**config.mk**
```make
export PLATFORM = sky130hd
export DESIGN_NAME = tx_symbol_pattern_config
export DESIGN_NICKNAME = d
export VERILOG_FILES = /design/src/sym_cfg_pkg.sv /design/src/sym_pattern_if.sv /design/src/sym_pattern_mask.sv /design/src/tx_symbol_pattern_config.sv
export SDC_FILE = /design/constraint.sdc
export NUM_CORES = 1
export LEC_CHECK = 0
export ABC_AREA = 1
export BUFFER_PORTS_ARGS = -buffer_cell sky130_fd_sc_hd__buf_4
export CAP_MARGIN = 20
export CORE_UTILIZATION = 45
export DETAILED_ROUTE_END_ITERATION = 8
export GPL_ROUTABILITY_DRIVEN = 0
export PLACE_DENSITY = 0.81
export SYNTH_ARGS = -nofsm -noshare
export SYNTH_HDL_FRONTEND = slang
export SYNTH_SLANG_ARGS = --single-unit
```
**constraint.sdc**
```tcl
create_clock -name ref_clk -period 3.1 [get_ports ref_clk]
set_input_delay 0.62 -clock ref_clk [delete_from_list [all_inputs] [get_ports ref_clk]]
set_output_delay 0.62 -clock ref_clk [all_outputs]
set_load 0.05 [all_outputs]
```
**src/sym_cfg_pkg.sv**
```systemverilog
/*
 * constants for the transmit symbol pattern configuration block:
 * register indices, bus widths, field positions, reset values
 * and frequency figures.
 * assumes a 32-bit apb bus with one register per aligned word.
 */
package sym_cfg_pkg;

    localparam int unsigned ADDR_W = 12;
    localparam int unsigned DATA_W = 32;

    // printed register offsets kept as indices; byte address is index * 4
    localparam logic [7:0] IDX_FREQ   = 8'h4c;
    localparam logic [7:0] IDX_P0_HI  = 8'h4d;
    localparam logic [7:0] IDX_P0_LO  = 8'h4e;
    localparam logic [7:0] IDX_P1_HI  = 8'h4f;
    localparam logic [7:0] IDX_P1_LO  = 8'h50;
    localparam logic [7:0] IDX_P2     = 8'h51;
    localparam logic [7:0] IDX_P3     = 8'h52;
    localparam logic [7:0] IDX_LEN_01 = 8'h53;
    localparam logic [7:0] IDX_LEN_23 = 8'h54;

    // field positions of the frequency register
    localparam int unsigned UP_SC_POS  = 7;
    localparam int unsigned UP_BR_LSB  = 4;
    localparam int unsigned LO_SC_POS  = 3;
    localparam int unsigned LO_BR_LSB  = 0;

    // field positions of the length registers
    localparam int unsigned LEN1_LSB   = 4;
    localparam int unsigned LEN0_LSB   = 0;
    localparam int unsigned LEN3_LSB   = 4;
    localparam int unsigned LEN2_LSB   = 0;
    localparam logic [7:0]  LEN_23_MASK = 8'h77;

    // values after reset
    localparam logic [7:0] RST_BYTE = 8'h00;

    // lowest bit-stream code that is not reserved
    localparam logic [2:0] BR_FIRST_OK = 3'h2;

    // frequencies in khz
    localparam logic [9:0] KHZ_26  = 10'd26;
    localparam logic [9:0] KHZ_53  = 10'd53;
    localparam logic [9:0] KHZ_106 = 10'd106;
    localparam logic [9:0] KHZ_212 = 10'd212;
    localparam logic [9:0] KHZ_424 = 10'd424;
    localparam logic [9:0] KHZ_848 = 10'd848;
    localparam logic [9:0] KHZ_NONE = 10'd0;

endpackage

```
**src/sym_pattern_if.sv**
```systemverilog
/*
 * carrier between the register file and the pattern masking unit.
 * assumes both ends run on the same clock as the register file.
 */
`timescale 1ns/1ps
`default_nettype none

interface sym_pattern_if;
    logic [15:0] raw_zero;
    logic [15:0] raw_one;
    logic [7:0]  raw_two;
    logic [7:0]  raw_three;
    logic [3:0]  len_zero;
    logic [3:0]  len_one;
    logic [2:0]  len_two;
    logic [2:0]  len_three;
    logic [15:0] cut_zero;
    logic [15:0] cut_one;
    logic [7:0]  cut_two;
    logic [7:0]  cut_three;
    logic [4:0]  cnt_zero;
    logic [4:0]  cnt_one;
    logic [3:0]  cnt_two;
    logic [3:0]  cnt_three;

    modport cfg (
        output raw_zero, raw_one, raw_two, raw_three,
        output len_zero, len_one, len_two, len_three,
        input  cut_zero, cut_one, cut_two, cut_three,
        input  cnt_zero, cnt_one, cnt_two, cnt_three
    );

    modport mask (
        input  raw_zero, raw_one, raw_two, raw_three,
        input  len_zero, len_one, len_two, len_three,
        output cut_zero, cut_one, cut_two, cut_three,
        output cnt_zero, cnt_one, cnt_two, cnt_three
    );
endinterface

`default_nettype wire

```
**src/sym_pattern_mask.sv**
```systemverilog
/*
 * masks each symbol pattern down to its valid bits and forms
 * the valid bit counts; purely combinational.
 * assumes raw patterns and length fields arrive over sym_pattern_if.
 */
`timescale 1ns/1ps
`default_nettype none

module sym_pattern_mask (
    sym_pattern_if.mask pif
);
    // valid bits start at bit 0; bits above the length read as zero
    for (genvar i = 0; i < 16; i++) begin : g_bit
        assign pif.cut_zero[i] = pif.raw_zero[i] & (4'(i) <= pif.len_zero);
        assign pif.cut_one[i]  = pif.raw_one[i] & (4'(i) <= pif.len_one);
        if (i < 8) begin : g_narrow
            assign pif.cut_two[i]   = pif.raw_two[i] & (3'(i) <= pif.len_two);
            assign pif.cut_three[i] = pif.raw_three[i] & (3'(i) <= pif.len_three);
        end
    end

    // field value plus one gives the count of valid bits
    assign pif.cnt_zero  = {1'b0, pif.len_zero} + 5'd1;
    assign pif.cnt_one   = {1'b0, pif.len_one} + 5'd1;
    assign pif.cnt_two   = {1'b0, pif.len_two} + 4'd1;
    assign pif.cnt_three = {1'b0, pif.len_three} + 4'd1;
endmodule

`default_nettype wire

```
**src/tx_symbol_pattern_config.sv**
```systemverilog
/*
 * apb register file for the transmit encoder's user symbols:
 * frequency selections, four patterns and their valid lengths,
 * with masked patterns and decoded frequencies for the encoder.
 * assumes an apb master on ref_clk and an encoder that reads
 * the outputs as steady levels.
 */
// Our own choice: the APB interface to the registers.
// Overview of operation
// - bit 7 picks subcarrier of symbols two and three: 0 is 424, 1 is 848 khz
// - bits 6..4 pick bit rate of symbols two and three; 000, 001 reserved
// - bit 3 picks subcarrier of symbols zero and one: 0 is 424, 1 is 848 khz
// - bits 2..0 pick bit rate of symbols zero and one, same code table
// - symbol zero pattern is high byte over low byte, both read and write
// - symbol one pattern is high byte over low byte, both read and write
// - symbol two pattern is one read-write byte
// - symbol three pattern is one read-write byte
// - length bits 7..4 give symbol one valid bits as value plus one
// - length bits 3..0 give symbol zero valid bits as value plus one
// - bits 6..4 give symbol three valid bits plus one; bit 7 reserved
// - bits 2..0 give symbol two valid bits plus one; bit 3 reserved
`timescale 1ns/1ps
`default_nettype none

module tx_symbol_pattern_config
    import sym_cfg_pkg::*;
(
    input  wire logic              ref_clk,
    input  wire logic              srst,
    input  wire logic              psel,
    input  wire logic              penable,
    input  wire logic              pwrite,
    input  wire logic [ADDR_W-1:0] paddr,
    input  wire logic [DATA_W-1:0] pwdata,
    input  wire logic [3:0]        pstrb,
    output logic      [DATA_W-1:0] prdata,
    output logic                   pready,
    output logic                   pslverr,
    output logic                   upper_pair_subcarrier_sel,
    output logic      [2:0]        upper_pair_bitrate_sel,
    output logic                   lower_pair_subcarrier_sel,
    output logic      [2:0]        lower_pair_bitrate_sel,
    output logic      [9:0]        upper_pair_subcarrier_khz,
    output logic      [9:0]        upper_pair_bitrate_khz,
    output logic                   upper_pair_bitrate_ok,
    output logic      [9:0]        lower_pair_subcarrier_khz,
    output logic      [9:0]        lower_pair_bitrate_khz,
    output logic                   lower_pair_bitrate_ok,
    output logic      [15:0]       pattern_zero,
    output logic      [15:0]       pattern_one,
    output logic      [7:0]        pattern_two,
    output logic      [7:0]        pattern_three,
    output logic      [4:0]        pattern_zero_length,
    output logic      [4:0]        pattern_one_length,
    output logic      [3:0]        pattern_two_length,
    output logic      [3:0]        pattern_three_length
);

    // byte addresses of the registers
    localparam logic [ADDR_W-1:0] A_FREQ   = {2'b00, IDX_FREQ, 2'b00};
    localparam logic [ADDR_W-1:0] A_P0_HI  = {2'b00, IDX_P0_HI, 2'b00};
    localparam logic [ADDR_W-1:0] A_P0_LO  = {2'b00, IDX_P0_LO, 2'b00};
    localparam logic [ADDR_W-1:0] A_P1_HI  = {2'b00, IDX_P1_HI, 2'b00};
    localparam logic [ADDR_W-1:0] A_P1_LO  = {2'b00, IDX_P1_LO, 2'b00};
    localparam logic [ADDR_W-1:0] A_P2     = {2'b00, IDX_P2, 2'b00};
    localparam logic [ADDR_W-1:0] A_P3     = {2'b00, IDX_P3, 2'b00};
    localparam logic [ADDR_W-1:0] A_LEN_01 = {2'b00, IDX_LEN_01, 2'b00};
    localparam logic [ADDR_W-1:0] A_LEN_23 = {2'b00, IDX_LEN_23, 2'b00};

    // software registers
    logic [7:0] sym_freq_q;
    logic [7:0] p0_hi_q;
    logic [7:0] p0_lo_q;
    logic [7:0] p1_hi_q;
    logic [7:0] p1_lo_q;
    logic [7:0] p2_q;
    logic [7:0] p3_q;
    logic [7:0] len_01_q;
    logic [7:0] len_23_q;

    // bus slave state
    logic              pready_q;
    logic              pready_d;
    logic [DATA_W-1:0] prdata_q;
    logic              pslverr_q;
    logic              access;
    logic              wr_fire;
    logic              lane0;
    logic              hit;
    logic [7:0]        rd_byte;

    // encoder-facing flops
    logic        up_sc_q;
    logic [2:0]  up_br_q;
    logic        lo_sc_q;
    logic [2:0]  lo_br_q;
    logic [9:0]  up_sc_khz_q;
    logic [9:0]  up_br_khz_q;
    logic        up_br_ok_q;
    logic [9:0]  lo_sc_khz_q;
    logic [9:0]  lo_br_khz_q;
    logic        lo_br_ok_q;
    logic [15:0] pat0_q;
    logic [15:0] pat1_q;
    logic [7:0]  pat2_q;
    logic [7:0]  pat3_q;
    logic [4:0]  cnt0_q;
    logic [4:0]  cnt1_q;
    logic [3:0]  cnt2_q;
    logic [3:0]  cnt3_q;

    sym_pattern_if pif ();

    // bit-stream code to khz, zero for reserved codes
    function automatic logic [9:0] bitrate_khz(input logic [2:0] code);
        logic [9:0] khz;
        khz = KHZ_NONE;
        case (code)
            3'h2: khz = KHZ_26;
            3'h3: khz = KHZ_53;
            3'h4: khz = KHZ_106;
            3'h5: khz = KHZ_212;
            3'h6: khz = KHZ_424;
            3'h7: khz = KHZ_848;
            default: khz = KHZ_NONE;
        endcase
        return khz;
    endfunction

    // apb decode: one wait state, answer on the second access cycle
    assign access  = psel & penable;
    assign wr_fire = access & pready_q & pwrite;
    assign lane0   = pstrb[0];
    assign pready_d = access & ~pready_q;

    always_comb begin
        hit     = 1'b1;
        rd_byte = 8'h00;
        case (paddr)
            A_FREQ:   rd_byte = sym_freq_q;
            A_P0_HI:  rd_byte = p0_hi_q;
            A_P0_LO:  rd_byte = p0_lo_q;
            A_P1_HI:  rd_byte = p1_hi_q;
            A_P1_LO:  rd_byte = p1_lo_q;
            A_P2:     rd_byte = p2_q;
            A_P3:     rd_byte = p3_q;
            A_LEN_01: rd_byte = len_01_q;
            A_LEN_23: rd_byte = len_23_q & LEN_23_MASK;
            default:  hit = 1'b0;
        endcase
    end

    always_ff @(posedge ref_clk) begin
        if (srst) begin
            pready_q <= 1'b0;
        end else begin
            pready_q <= pready_d;
        end
    end

    // read data and error are loaded together with pready
    always_ff @(posedge ref_clk) begin
        if (srst) begin
            prdata_q  <= 32'h0000_0000;
            pslverr_q <= 1'b0;
        end else if (pready_d) begin
            prdata_q  <= pwrite ? 32'h0000_0000 : {24'h00_0000, rd_byte};
            pslverr_q <= ~hit;
        end else begin
            prdata_q  <= 32'h0000_0000;
            pslverr_q <= 1'b0;
        end
    end

    // frequency selections
    always_ff @(posedge ref_clk) begin
        if (srst) begin
            sym_freq_q <= RST_BYTE;
        end else if (wr_fire && lane0 && paddr == A_FREQ) begin
            sym_freq_q <= pwdata[7:0];
        end
    end

    // symbol zero pattern bytes
    always_ff @(posedge ref_clk) begin
        if (srst) begin
            p0_hi_q <= RST_BYTE;
            p0_lo_q <= RST_BYTE;
        end else if (wr_fire && lane0) begin
            if (paddr == A_P0_HI) begin
                p0_hi_q <= pwdata[7:0];
            end
            if (paddr == A_P0_LO) begin
                p0_lo_q <= pwdata[7:0];
            end
        end
    end

    // symbol one pattern bytes
    always_ff @(posedge ref_clk) begin
        if (srst) begin
            p1_hi_q <= RST_BYTE;
            p1_lo_q <= RST_BYTE;
        end else if (wr_fire && lane0) begin
            if (paddr == A_P1_HI) begin
                p1_hi_q <= pwdata[7:0];
            end
            if (paddr == A_P1_LO) begin
                p1_lo_q <= pwdata[7:0];
            end
        end
    end

    // symbol two and three pattern bytes
    always_ff @(posedge ref_clk) begin
        if (srst) begin
            p2_q <= RST_BYTE;
            p3_q <= RST_BYTE;
        end else if (wr_fire && lane0) begin
            if (paddr == A_P2) begin
                p2_q <= pwdata[7:0];
            end
            if (paddr == A_P3) begin
                p3_q <= pwdata[7:0];
            end
        end
    end

    // length registers; reserved bits of the upper pair are not stored
    always_ff @(posedge ref_clk) begin
        if (srst) begin
            len_01_q <= RST_BYTE;
            len_23_q <= RST_BYTE;
        end else if (wr_fire && lane0) begin
            if (paddr == A_LEN_01) begin
                len_01_q <= pwdata[7:0];
            end
            if (paddr == A_LEN_23) begin
                len_23_q <= pwdata[7:0] & LEN_23_MASK;
            end
        end
    end

    // feed the masking unit
    assign pif.raw_zero  = {p0_hi_q, p0_lo_q};
    assign pif.raw_one   = {p1_hi_q, p1_lo_q};
    assign pif.raw_two   = p2_q;
    assign pif.raw_three = p3_q;
    assign pif.len_zero  = len_01_q[LEN0_LSB +: 4];
    assign pif.len_one   = len_01_q[LEN1_LSB +: 4];
    assign pif.len_two   = len_23_q[LEN2_LSB +: 3];
    assign pif.len_three = len_23_q[LEN3_LSB +: 3];

    sym_pattern_mask u_mask (
        .pif (pif.mask)
    );

    // selection fields to the encoder
    always_ff @(posedge ref_clk) begin
        if (srst) begin
            up_sc_q <= 1'b0;
            up_br_q <= 3'h0;
            lo_sc_q <= 1'b0;
            lo_br_q <= 3'h0;
        end else begin
            up_sc_q <= sym_freq_q[UP_SC_POS];
            up_br_q <= sym_freq_q[UP_BR_LSB +: 3];
            lo_sc_q <= sym_freq_q[LO_SC_POS];
            lo_br_q <= sym_freq_q[LO_BR_LSB +: 3];
        end
    end

    // decoded subcarrier frequencies
    always_ff @(posedge ref_clk) begin
        if (srst) begin
            up_sc_khz_q <= KHZ_424;
            lo_sc_khz_q <= KHZ_424;
        end else begin
            up_sc_khz_q <= sym_freq_q[UP_SC_POS] ? KHZ_848 : KHZ_424;
            lo_sc_khz_q <= sym_freq_q[LO_SC_POS] ? KHZ_848 : KHZ_424;
        end
    end

    // decoded bit-stream frequencies and reserved-code flags
    always_ff @(posedge ref_clk) begin
        if (srst) begin
            up_br_khz_q <= KHZ_NONE;
            lo_br_khz_q <= KHZ_NONE;
            up_br_ok_q  <= 1'b0;
            lo_br_ok_q  <= 1'b0;
        end else begin
            up_br_khz_q <= bitrate_khz(sym_freq_q[UP_BR_LSB +: 3]);
            lo_br_khz_q <= bitrate_khz(sym_freq_q[LO_BR_LSB +: 3]);
            up_br_ok_q  <= sym_freq_q[UP_BR_LSB +: 3] >= BR_FIRST_OK;
            lo_br_ok_q  <= sym_freq_q[LO_BR_LSB +: 3] >= BR_FIRST_OK;
        end
    end

    // masked patterns and valid bit counts
    always_ff @(posedge ref_clk) begin
        if (srst) begin
            pat0_q <= 16'h0000;
            pat1_q <= 16'h0000;
            pat2_q <= 8'h00;
            pat3_q <= 8'h00;
            cnt0_q <= 5'h01;
            cnt1_q <= 5'h01;
            cnt2_q <= 4'h1;
            cnt3_q <= 4'h1;
        end else begin
            pat0_q <= pif.cut_zero;
            pat1_q <= pif.cut_one;
            pat2_q <= pif.cut_two;
            pat3_q <= pif.cut_three;
            cnt0_q <= pif.cnt_zero;
            cnt1_q <= pif.cnt_one;
            cnt2_q <= pif.cnt_two;
            cnt3_q <= pif.cnt_three;
        end
    end

    // outputs
    assign prdata                    = prdata_q;
    assign pready                    = pready_q;
    assign pslverr                   = pslverr_q;
    assign upper_pair_subcarrier_sel = up_sc_q;
    assign upper_pair_bitrate_sel    = up_br_q;
    assign lower_pair_subcarrier_sel = lo_sc_q;
    assign lower_pair_bitrate_sel    = lo_br_q;
    assign upper_pair_subcarrier_khz = up_sc_khz_q;
    assign upper_pair_bitrate_khz    = up_br_khz_q;
    assign upper_pair_bitrate_ok     = up_br_ok_q;
    assign lower_pair_subcarrier_khz = lo_sc_khz_q;
    assign lower_pair_bitrate_khz    = lo_br_khz_q;
    assign lower_pair_bitrate_ok     = lo_br_ok_q;
    assign pattern_zero              = pat0_q;
    assign pattern_one               = pat1_q;
    assign pattern_two               = pat2_q;
    assign pattern_three             = pat3_q;
    assign pattern_zero_length       = cnt0_q;
    assign pattern_one_length        = cnt1_q;
    assign pattern_two_length        = cnt2_q;
    assign pattern_three_length      = cnt3_q;

endmodule

`default_nettype wire

```
# Word-level counts from Yosys, hierarchy flattened
# Index checks and enable logic that the tools add are counted.
[totals]
output_inout_bits = 150
register_bits = 220
wordCells = 180
[op_classes]
eq_ne = 21
n_bitwise = 55
addsub = 4
mux = 6
n_lt_le_gt_ge = 50
n_reduce_logical = 13
[ops]
columns = ["op", "count"]
rows = [
  ["case mux 10 bit (6 select lines)", 2],
  ["== test 12 x 9 -> 1 bit (second input constant)", 9],
  ["case mux 8 bit (9 select lines)", 1],
  ["less-or-equal comparator 4 bit (first input constant)", 16],
  ["bitwise AND 1 bit", 52],
  ["less-or-equal comparator 3 x 4 -> 1 bit (first input constant)", 8],
  ["== test 3 bit (second input constant)", 8],
  ["less-or-equal comparator 3 bit (first input constant)", 8],
  ["two-way mux 10 bit", 2],
  ["less-or-equal comparator 1 x 4 -> 1 bit (first input constant)", 4],
  ["less-or-equal comparator 2 x 4 -> 1 bit (first input constant)", 4],
  ["AND reduction 2 bit", 8],
  ["== test 3 x 2 -> 1 bit (second input constant)", 4],
  ["less-or-equal comparator 1 x 3 -> 1 bit (first input constant)", 4],
  ["less-or-equal comparator 2 x 3 -> 1 bit (first input constant)", 4],
  ["adder 4 x 1 -> 5 bit (second input constant)", 2],
  ["OR reduction 9 bit", 1],
  ["adder 3 x 1 -> 4 bit (second input constant)", 2],
  [">= comparator 3 x 2 -> 1 bit (second input constant)", 2],
  ["inverter 1 bit", 3],
  ["OR reduction 3 bit", 1],
  ["logical AND 1 bit", 2],
  ["OR reduction 2 bit", 1],
  ["two-way mux 1 bit", 1],
]

# Longest topological paths before layout
# Gate-level depths: netlist of run 1.
[depth]
word_depth = 5
depth_mapped = 12
mapped_depth_nobuf = 11

# By module
# A second synthesis of run 1 with hierarchy kept.
[unflattened]
cells_unflattened = 1016
area_unflattened_um2 = 7621.1
[modules_own_cells]
columns = ["module", "area_per_inst_um2", "seq_area_each_um2", "cells_per_inst", "instances"]
rows = [
  ["tx_symbol_pattern_config", 6805.3, 3563.4, 877, 1],
  ["sym_pattern_mask", 815.8, 0.0, 139, 1],
]

# Worst setup path after synthesis of run 1
# No wires, ideal clock.
[synth_path]
kind = "register -> register"
from = "register pready_q, in the netlist pready"
to = "register len_01_q[4]"
path_buffers = 1
setup_slack_ns = 1.345
t_arrival_ns = 1.635
stages_incl_launch_ff = 7
cell_sequence = "dfxtp_1 > nand4_2 > inv_1 > nand2_1 > buf_2 > o21ai_0 > a21oi_1"
[synth_via]
elab_chain_len = 4
[synth_lines]
columns = ["element", "line", "rtl"]
rows = [
  ["start: declaration", "tx_symbol_pattern_config.sv:82", "logic pready_q;"],
  ["start signal: assignment", "tx_symbol_pattern_config.sv:157", "pready_q <= pready_d;"],
  ["bitwise AND 1 bit (2 in series)", "tx_symbol_pattern_config.sv:132", "assign wr_fire = access & pready_q & pwrite;"],
  ["logical AND 1 bit", "tx_symbol_pattern_config.sv:234", "end else if (wr_fire && lane0) begin"],
  ["AND reduction 2 bit (no source line)", "-", ""],
  ["end signal: assignment", "tx_symbol_pattern_config.sv:236", "len_01_q <= pwdata[7:0];"],
  ["end: declaration", "tx_symbol_pattern_config.sv:78", "logic [7:0] len_01_q;"],
]
# Every way passes these cells.
# A chain may end at the register's enable or synchronous reset.

# Worst setup path in the final report of run 1
[layout_path]
from = "register pready_q, in the netlist pready"
to = "register len_23_q[2]"
[layout_via]
elab_chain_len = 4
[layout_lines]
columns = ["element", "line", "rtl"]
rows = [
  ["bitwise AND 1 bit (2 in series)", "tx_symbol_pattern_config.sv:132", ""],
  ["logical AND 1 bit", "tx_symbol_pattern_config.sv:234", ""],
  ["AND reduction 2 bit (no source line)", "-", ""],
  ["end signal: assignment", "tx_symbol_pattern_config.sv:239", "len_23_q <= pwdata[7:0] & LEN_23_MASK;"],
  ["end: declaration", "tx_symbol_pattern_config.sv:79", "logic [7:0] len_23_q;"],
]
# Every way passes these cells.

==> results of run 1 <==
power by group through the flow:
stage / registers, mW / logic [mW] / clock network, mW
floorplan: 2.34 / 0.177 / 0
global placement: 2.34 / 0.209 / 0
detailed placement: 2.34 / 0.212 / 0
CTS: 2.29 / 0.212 / 2.19
global route: 2.29 / 0.226 / 2.29
finish: 2.29 / 0.215 / 2.16
cells in the final DEF, fill, tap and decap left out, drive strengths merged:
master / netlist / final
nor4: 3 / 3
o21a: 1 / 1
nand3: 58 / 58
conb: 2 / 32
nand4: 1 / 1
o21ai: 84 / 84
o211ai: 1 / 1
a21oi: 67 / 67
buf: 64 / 147
o21bai: 1 / 1
a21boi: 1 / 1
nor3b: 2 / 2
nor3: 21 / 21
o22ai: 1 / 1
clkinv: 0 / 3
inv: 121 / 121
dfxtp: 178 / 178
clkinvlp: 0 / 2
bufinv: 0 / 3
a31oi: 1 / 1
a2111oi: 5 / 5
nand2: 94 / 94
clkbuf: 12 / 21
a211oi: 11 / 11
nor2: 120 / 120
ha: 12 / 12
registers in the layout, summed over array words and instances (netlist names), 5 cells and up:
name                    cells
pattern_one_length          5
prdata                      8
p1_hi_q                     8
p2_q                        8
p0_lo_q                     8
sym_freq_q                  8
pattern_three               8
upper_pair_bitrate_khz     10
pattern_one                16
lower_pair_bitrate_khz     10
p0_hi_q                     8
p1_lo_q                     8
len_01_q                    8
pattern_two                 8
p3_q                        8
pattern_zero               16
pattern_zero_length         5
len_23_q                    6
worst min-delay path by stage:
stage                      startpoint                     end  slack (ns)  cells past startpoint
after floorplan           len_01_q[0]  pattern_zero_length[0]        0.41                      1
after global placement    len_01_q[0]  pattern_zero_length[0]        0.43                      1
after detailed placement  len_01_q[0]  pattern_zero_length[0]        0.44                      1
after CTS                     p3_q[7]        pattern_three[7]        0.47                      2
after global routing      len_01_q[0]  pattern_zero_length[0]        0.49                      1
final                     len_01_q[0]  pattern_zero_length[0]        0.47                      1
final cells by class:
| type | instances | area (um^2) |
|---|---|---|
| flip-flops and latches | 178 | 3560 |
| fillers | 1373 | 6640 |
| inverters | 121 | 454 |
| multi-input cells | 516 | 2550 |
| repair buffers | 147 | 1120 |
| clock buffers | 21 | 460 |
| clock inverters | 8 | 130 |
| well taps | 188 | 235 |
metal layers:
layer  share of wire  up-vias  GRT usage
met5               0        -          0
met4           0.031        0      0.117
met3           0.092       45     0.0599
met2            0.45      322      0.354
met1            0.42     2723      0.278
li1                -     2921          -
cells by family after synthesis:
kind of cell / count (synthesis) / synth area share
simple gates: 299 / 0.192
buf+inv: 197 / 0.140
flops: 178 / 0.511
compound gates: 173 / 0.135
fa+ha+maj: 12 / 0.0215
other cells: 2 / 0.00108
==> metrics.cfg, run 1 <==
[status]
status = completed

[layout]
fin_nets = 1046
drive_gt1_frac = 0.210
antenna_cells = 0
final_core_util = 0.562
finish.instance_area_um2 = 8510
area_growth_pct = 22.0
final_cells = 1179

[clock_tree]
postCtsSetupBuffers = 0
cts_tree = built
clock_latency_ns = 0.43
cts_sinks = 178
hold_buffers = 0
cts-buffers-inserted = 17
cts.reportedPaths.clkPinSlew_ns = 0.06
clock_path_buffers = 2
cts_resized = 0
cts-root-buf = clkbuf_16
htree_levels = 4

[timing]
slew_headroom = 0.572
max_freq_mhz = 526
timing_worst_slew_pin_value_ns = 0.641
drv_slew = 0
hold_ws_ns = 0.473
rsz0062_at_grt = no
worst_slack_ns = 1.20
finalHoldViolCount = 0
finalClockSkew_ns = 0.00921
tns_ns = 0
period_share = 0.613
setup_viol = 0
min_period_ns = 1.90

[power]
total_power_mw = 4.66
p_seq_frac = 0.491
powerDensity_nw_per_um2 = 548
power_frac_clock = 0.463
internal_power_mw = 3.63
leakagePower_nw = 3.74
swShare = 0.221
peakVddDrop_mv = 0.404
combPwrFrac = 0.046
p_switching_mw = 1.03

[critical_path]
endpoint_kind = flip-flop
r2r.worst_path.cells = 5
reg2reg_slack_ns = 1.20
critical_path_required_ns = 3.40
endpoint = len_23_q[2]
path_buf_inv = 1
r2r-end = len_23_q[2]
start_kind = flip-flop
worstPathMaxFanout = 12
r2r_start = pready
arrival_ns = 2.20
critical_path.max_stage_delay_ns = 0.43
slowest_stage = nand3_1
crit_chain = nand4_2 -> inv_1 -> nand3_1 -> o21ai_0 -> a21oi_1
worstSetupPathType = flip-flop to flip-flop
startpoint = pready
critPathTopFamily = simple AND/OR/NAND/NOR gates
worst-path-stages = 5

[drt]
vias_per_cell = 5.10
drt-wirelength-per-cell_um = 14.9
drt_iter0_markers = 672
antenna_left = 0
routed_wl_um = 17600
vias = 6011
drt_pass1_iterations = 5
drc_errors = 0

[floorplanning]
die_x_um = 127
dieHeight_um = 127
io_pins = 203
start_util = 0.461
fp-row-count = 45
die-area_um2 = 16000
core_area_um2 = 15100

[global_routing]
grt_pass1_wl_um = 27400
grt_max_degree = 84
grt.total_usage = 0.223
grt_overflow_total = 0
antenna_found_initial = 0
grt_pass1_vias = 5454

[placement]
dp_hpwl_um = 12400
placed_area_um2 = 7920
dp_cells = 1150
port_buffers = 143
pre_cts_ws_ns = 0.823

[synth]
synth_area_um2 = 6980
yosys_warnings = 0
synth_edf_count = 0
synth_top_area_cell = dfxtp_1
synth_area_leaders = dfxtp_1 (51%), inv_1 (6.1%), nor2_1 (5.9%)
ys_ff_latch = 178
syn_inst = 861
syn_area_per_cell_um2 = 8.10
post-synth-top-area-fraction = 0.511
ys_seq_area_frac = 0.511
synth_ff_type = dfxtp_1
yosysMostFrequentCell = dfxtp_1
async_reset_ff_frac = 0
synthTopCellsByCount = dfxtp_1 (178), inv_1 (114), nor2_1 (110), nand2_1 (85), o21ai_0 (70)
synth_cell_types = 37

[flow_run]
maxCapViolCount = 0

[worst_hold_path]
min_path_type = flip-flop to flip-flop

Power figures use the tool's default switching activity.
==> run 2: changes to the inputs <==
--- a/config.mk
+++ b/config.mk
@@ -5,13 +5,13 @@
 export SDC_FILE = /design/constraint.sdc
 export NUM_CORES = 1
 export LEC_CHECK = 0
-export ABC_AREA = 1
+export ABC_AREA = 0
 export BUFFER_PORTS_ARGS = -buffer_cell sky130_fd_sc_hd__buf_4
 export CAP_MARGIN = 20
 export CORE_UTILIZATION = 45
 export DETAILED_ROUTE_END_ITERATION = 8
 export GPL_ROUTABILITY_DRIVEN = 0
-export PLACE_DENSITY = 0.81
+export PLACE_DENSITY = 0.83
 export SYNTH_ARGS = -nofsm -noshare
 export SYNTH_HDL_FRONTEND = slang
 export SYNTH_SLANG_ARGS = --single-unit
==> constraint.sdc (replaced) <==
create_clock -name ref_clk -period 1.6 [get_ports ref_clk]
set_input_delay 0.32 -clock ref_clk [delete_from_list [all_inputs] [get_ports ref_clk]]
set_output_delay 0.32 -clock ref_clk [all_outputs]
set_load 0.05 [all_outputs]
==> run 2 against run 1 <==
Compared with the run above: worst hold slack got worse by 0.32 ns; sequential share of layout area fell by 2.3 points; combinational power increased by 130%; design area is 5.9% higher; clock-buffer cell count fell by 1; total power rose by 89%; via count fell by 9.7%; area after synthesis increased by 3.7%; flip-flop and latch count is the same; core utilization increased by 2.2 points; maximum frequency up 24%; critical path type unchanged; largest cell class unchanged.
==> metrics.cfg, run 2 <==
[placement]
dp_hpwl_um = 13100  ; +5.9%
port_buffers = 143  ; unchanged
pre_cts_ws_ns = -0.191  ; -1.01 ns
placed_area_um2 = 8450  ; +6.7%

[clock_tree]
cts_tree = built
cts_sinks = 178  ; unchanged
cts_resized = 0  ; unchanged
cts.reportedPaths.clkPinSlew_ns = 0.07  ; about the same
clock_path_buffers = 2  ; unchanged
postCtsSetupBuffers = 0  ; unchanged
cts-buffers-inserted = 17  ; unchanged
htree_levels = 4  ; unchanged
clock_latency_ns = 0.43  ; about the same
cts-root-buf = clkbuf_16
hold_buffers = 0  ; unchanged

[floorplanning]
die-area_um2 = 16600  ; +3.6%
fp-row-count = 45  ; unchanged
core_area_um2 = 15400  ; +1.9%
io_pins = 203  ; unchanged
start_util = 0.469  ; +0.00822
dieHeight_um = 129  ; +1.8%
die_x_um = 129  ; +1.8%

[drt]
vias_per_cell = 5.13  ; +0.63%
routed_wl_um = 18400  ; +4.5%
drc_errors = 0  ; unchanged
vias = 5428  ; -9.7%
drt-wirelength-per-cell_um = 17.3  ; +16%
antenna_left = 0  ; unchanged
drt_pass1_iterations = 5  ; unchanged
drt_iter0_markers = 516  ; -23%

[synth]
synth_edf_count = 0  ; unchanged
post-synth-top-area-fraction = 0.493  ; -0.0181
synth_ff_type = dfxtp_1
ys_ff_latch = 178  ; unchanged
synth_area_um2 = 7230  ; +3.7%
yosysMostFrequentCell = dfxtp_1
syn_area_per_cell_um2 = 10.5  ; +30%
yosys_warnings = 0  ; unchanged
synth_cell_types = 56  ; +51%
async_reset_ff_frac = 0  ; unchanged
synthTopCellsByCount = dfxtp_1 (178), mux2i_1 (67), nand2b_1 (56), buf_4 (43), nor2_1 (43)
ys_seq_area_frac = 0.493  ; -0.0181
syn_inst = 688  ; -20%
synth_top_area_cell = dfxtp_1
synth_area_leaders = dfxtp_1 (49%), mux2i_1 (9.3%), nand2b_1 (4.8%)

[timing]
finalHoldViolCount = 0  ; unchanged
drv_slew = 0  ; unchanged
hold_ws_ns = 0.152  ; -0.321 ns
max_freq_mhz = 655  ; +24%
min_period_ns = 1.53  ; -0.374 ns
period_share = 0.955  ; +0.341
worst_slack_ns = 0.0725  ; -1.13 ns
rsz0062_at_grt = no
setup_viol = 0  ; unchanged
finalClockSkew_ns = 0.00680  ; -0.00241 ns

[power]
p_switching_mw = 2.07  ; +100%
internal_power_mw = 6.76  ; +86%
swShare = 0.234  ; +0.0130
total_power_mw = 8.83  ; +89%
leakagePower_nw = 4.23  ; +13%
p_seq_frac = 0.502  ; +0.011
peakVddDrop_mv = 0.715  ; +77%
combPwrFrac = 0.055  ; +0.009
power_frac_clock = 0.443  ; -0.020
powerDensity_nw_per_um2 = 980  ; +79%

[critical_path]
critical_path.max_stage_delay_ns = 0.35  ; -0.08 ns
cpMostUsedCell = buf_12
start_kind = flip-flop
slowest_stage = dfxtp_4
arrival_ns = 1.83  ; -0.37 ns
critical_path_required_ns = 1.90  ; -1.50 ns
crit_chain = and4_1 -> and4b_1 -> buf_12 -> nand3_2 -> buf_12 -> mux2i_1
worstPathMaxFanout = 10  ; -2
endpoint_kind = flip-flop
worstSetupPathType = flip-flop to flip-flop

[layout]
fin_nets = 899  ; -14%
drive_gt1_frac = 0.298  ; +0.0876
area_growth_pct = 24.6
antenna_cells = 0  ; unchanged
mostFrequentLayoutCell = dfxtp_1
finish.instance_area_um2 = 9010  ; +5.9%
final_core_util = 0.584  ; +0.0223
mostFrequentLayoutCells = dfxtp_1 (177), buf_4 (170), mux2i_1 (67), nand2b_1 (56), nor2_1 (43)

[global_routing]
antenna_found_initial = 0  ; unchanged
grt.total_usage = 0.225  ; +0.00161
grt_pass1_vias = 5165  ; -5.3%
grt_pass1_wl_um = 27600  ; +0.68%
grt_overflow_total = 0  ; unchanged
grt_max_degree = 39  ; -54%

[worst_hold_path]
min_path_type = input port to flip-flop

[flow_run]
maxCapViolCount = 0  ; unchanged

[status]
status = completed

run 2: logic make-up (layout without fill, tap and decap cells):
logic type / after synthesis / count (layout) / synth area share
simple gates: 217 / 217 / 0.186
mux: 78 / 78 / 0.119
fa+ha+maj: 12 / 12 / 0.0208
other cells: 2 / 32 / 0.00104
xor+xnor: 8 / 8 / 0.00969
compound gates: 82 / 82 / 0.0727
buf+inv: 111 / 240 / 0.0981
flops: 178 / 178 / 0.493
run 2: path summary, 6_finish.rpt:
kind / start / end / slack [ns] / depth (start not counted)
max: pready / p3_q[1] / 0.07 / 6
min: paddr[7] / pslverr / 0.15 / 2
max reg2reg: pready / p3_q[1] / 0.07 / 6
min reg2reg: pready / pready / 0.46 / 1
run 2: area by class of cell:
cell class	count	area, um^2
well taps	211	264
flip-flops and latches	178	3570
repair buffers	178	1440
inverters	30	113
clock inverters	12	108
clock buffers	20	447
fillers	1340	6420
multi-input cells	429	3080
run 2: power by group through the flow:
stage | logic, mW | registers, mW | clock network, mW
2_1_floorplan | 0.399 | 4.54 | 0
3_3_place_gp | 0.474 | 4.53 | 0
3_5_place_dp | 0.478 | 4.53 | 0
4_1_cts | 0.481 | 4.43 | 3.97
5_1_grt | 0.506 | 4.43 | 4.16
6_report | 0.488 | 4.43 | 3.91
run 2: routing by layer:
layer  share of wire  track usage
met5               0            0
met4           0.021       0.0810
met3           0.079       0.0624
met2            0.47        0.363
met1            0.43        0.287
run 2: worst max-delay path, delay by kind of cell (launching register included):
family        cells  cell delay [ns]
flops             1             0.35
simple gates      3             0.59
mux               1             0.13
buf+inv           2             0.33
run 2: through the flow:
stage | instances | setup TNS [ns]
6_report | 1058 | 0
5_1_grt | 1058 | 0
4_1_cts | 1058 | 0
3_5_place_dp | 1026 | -5.76
3_3_place_gp | 1026 | -3.62
2_1_floorplan | 718 | 0
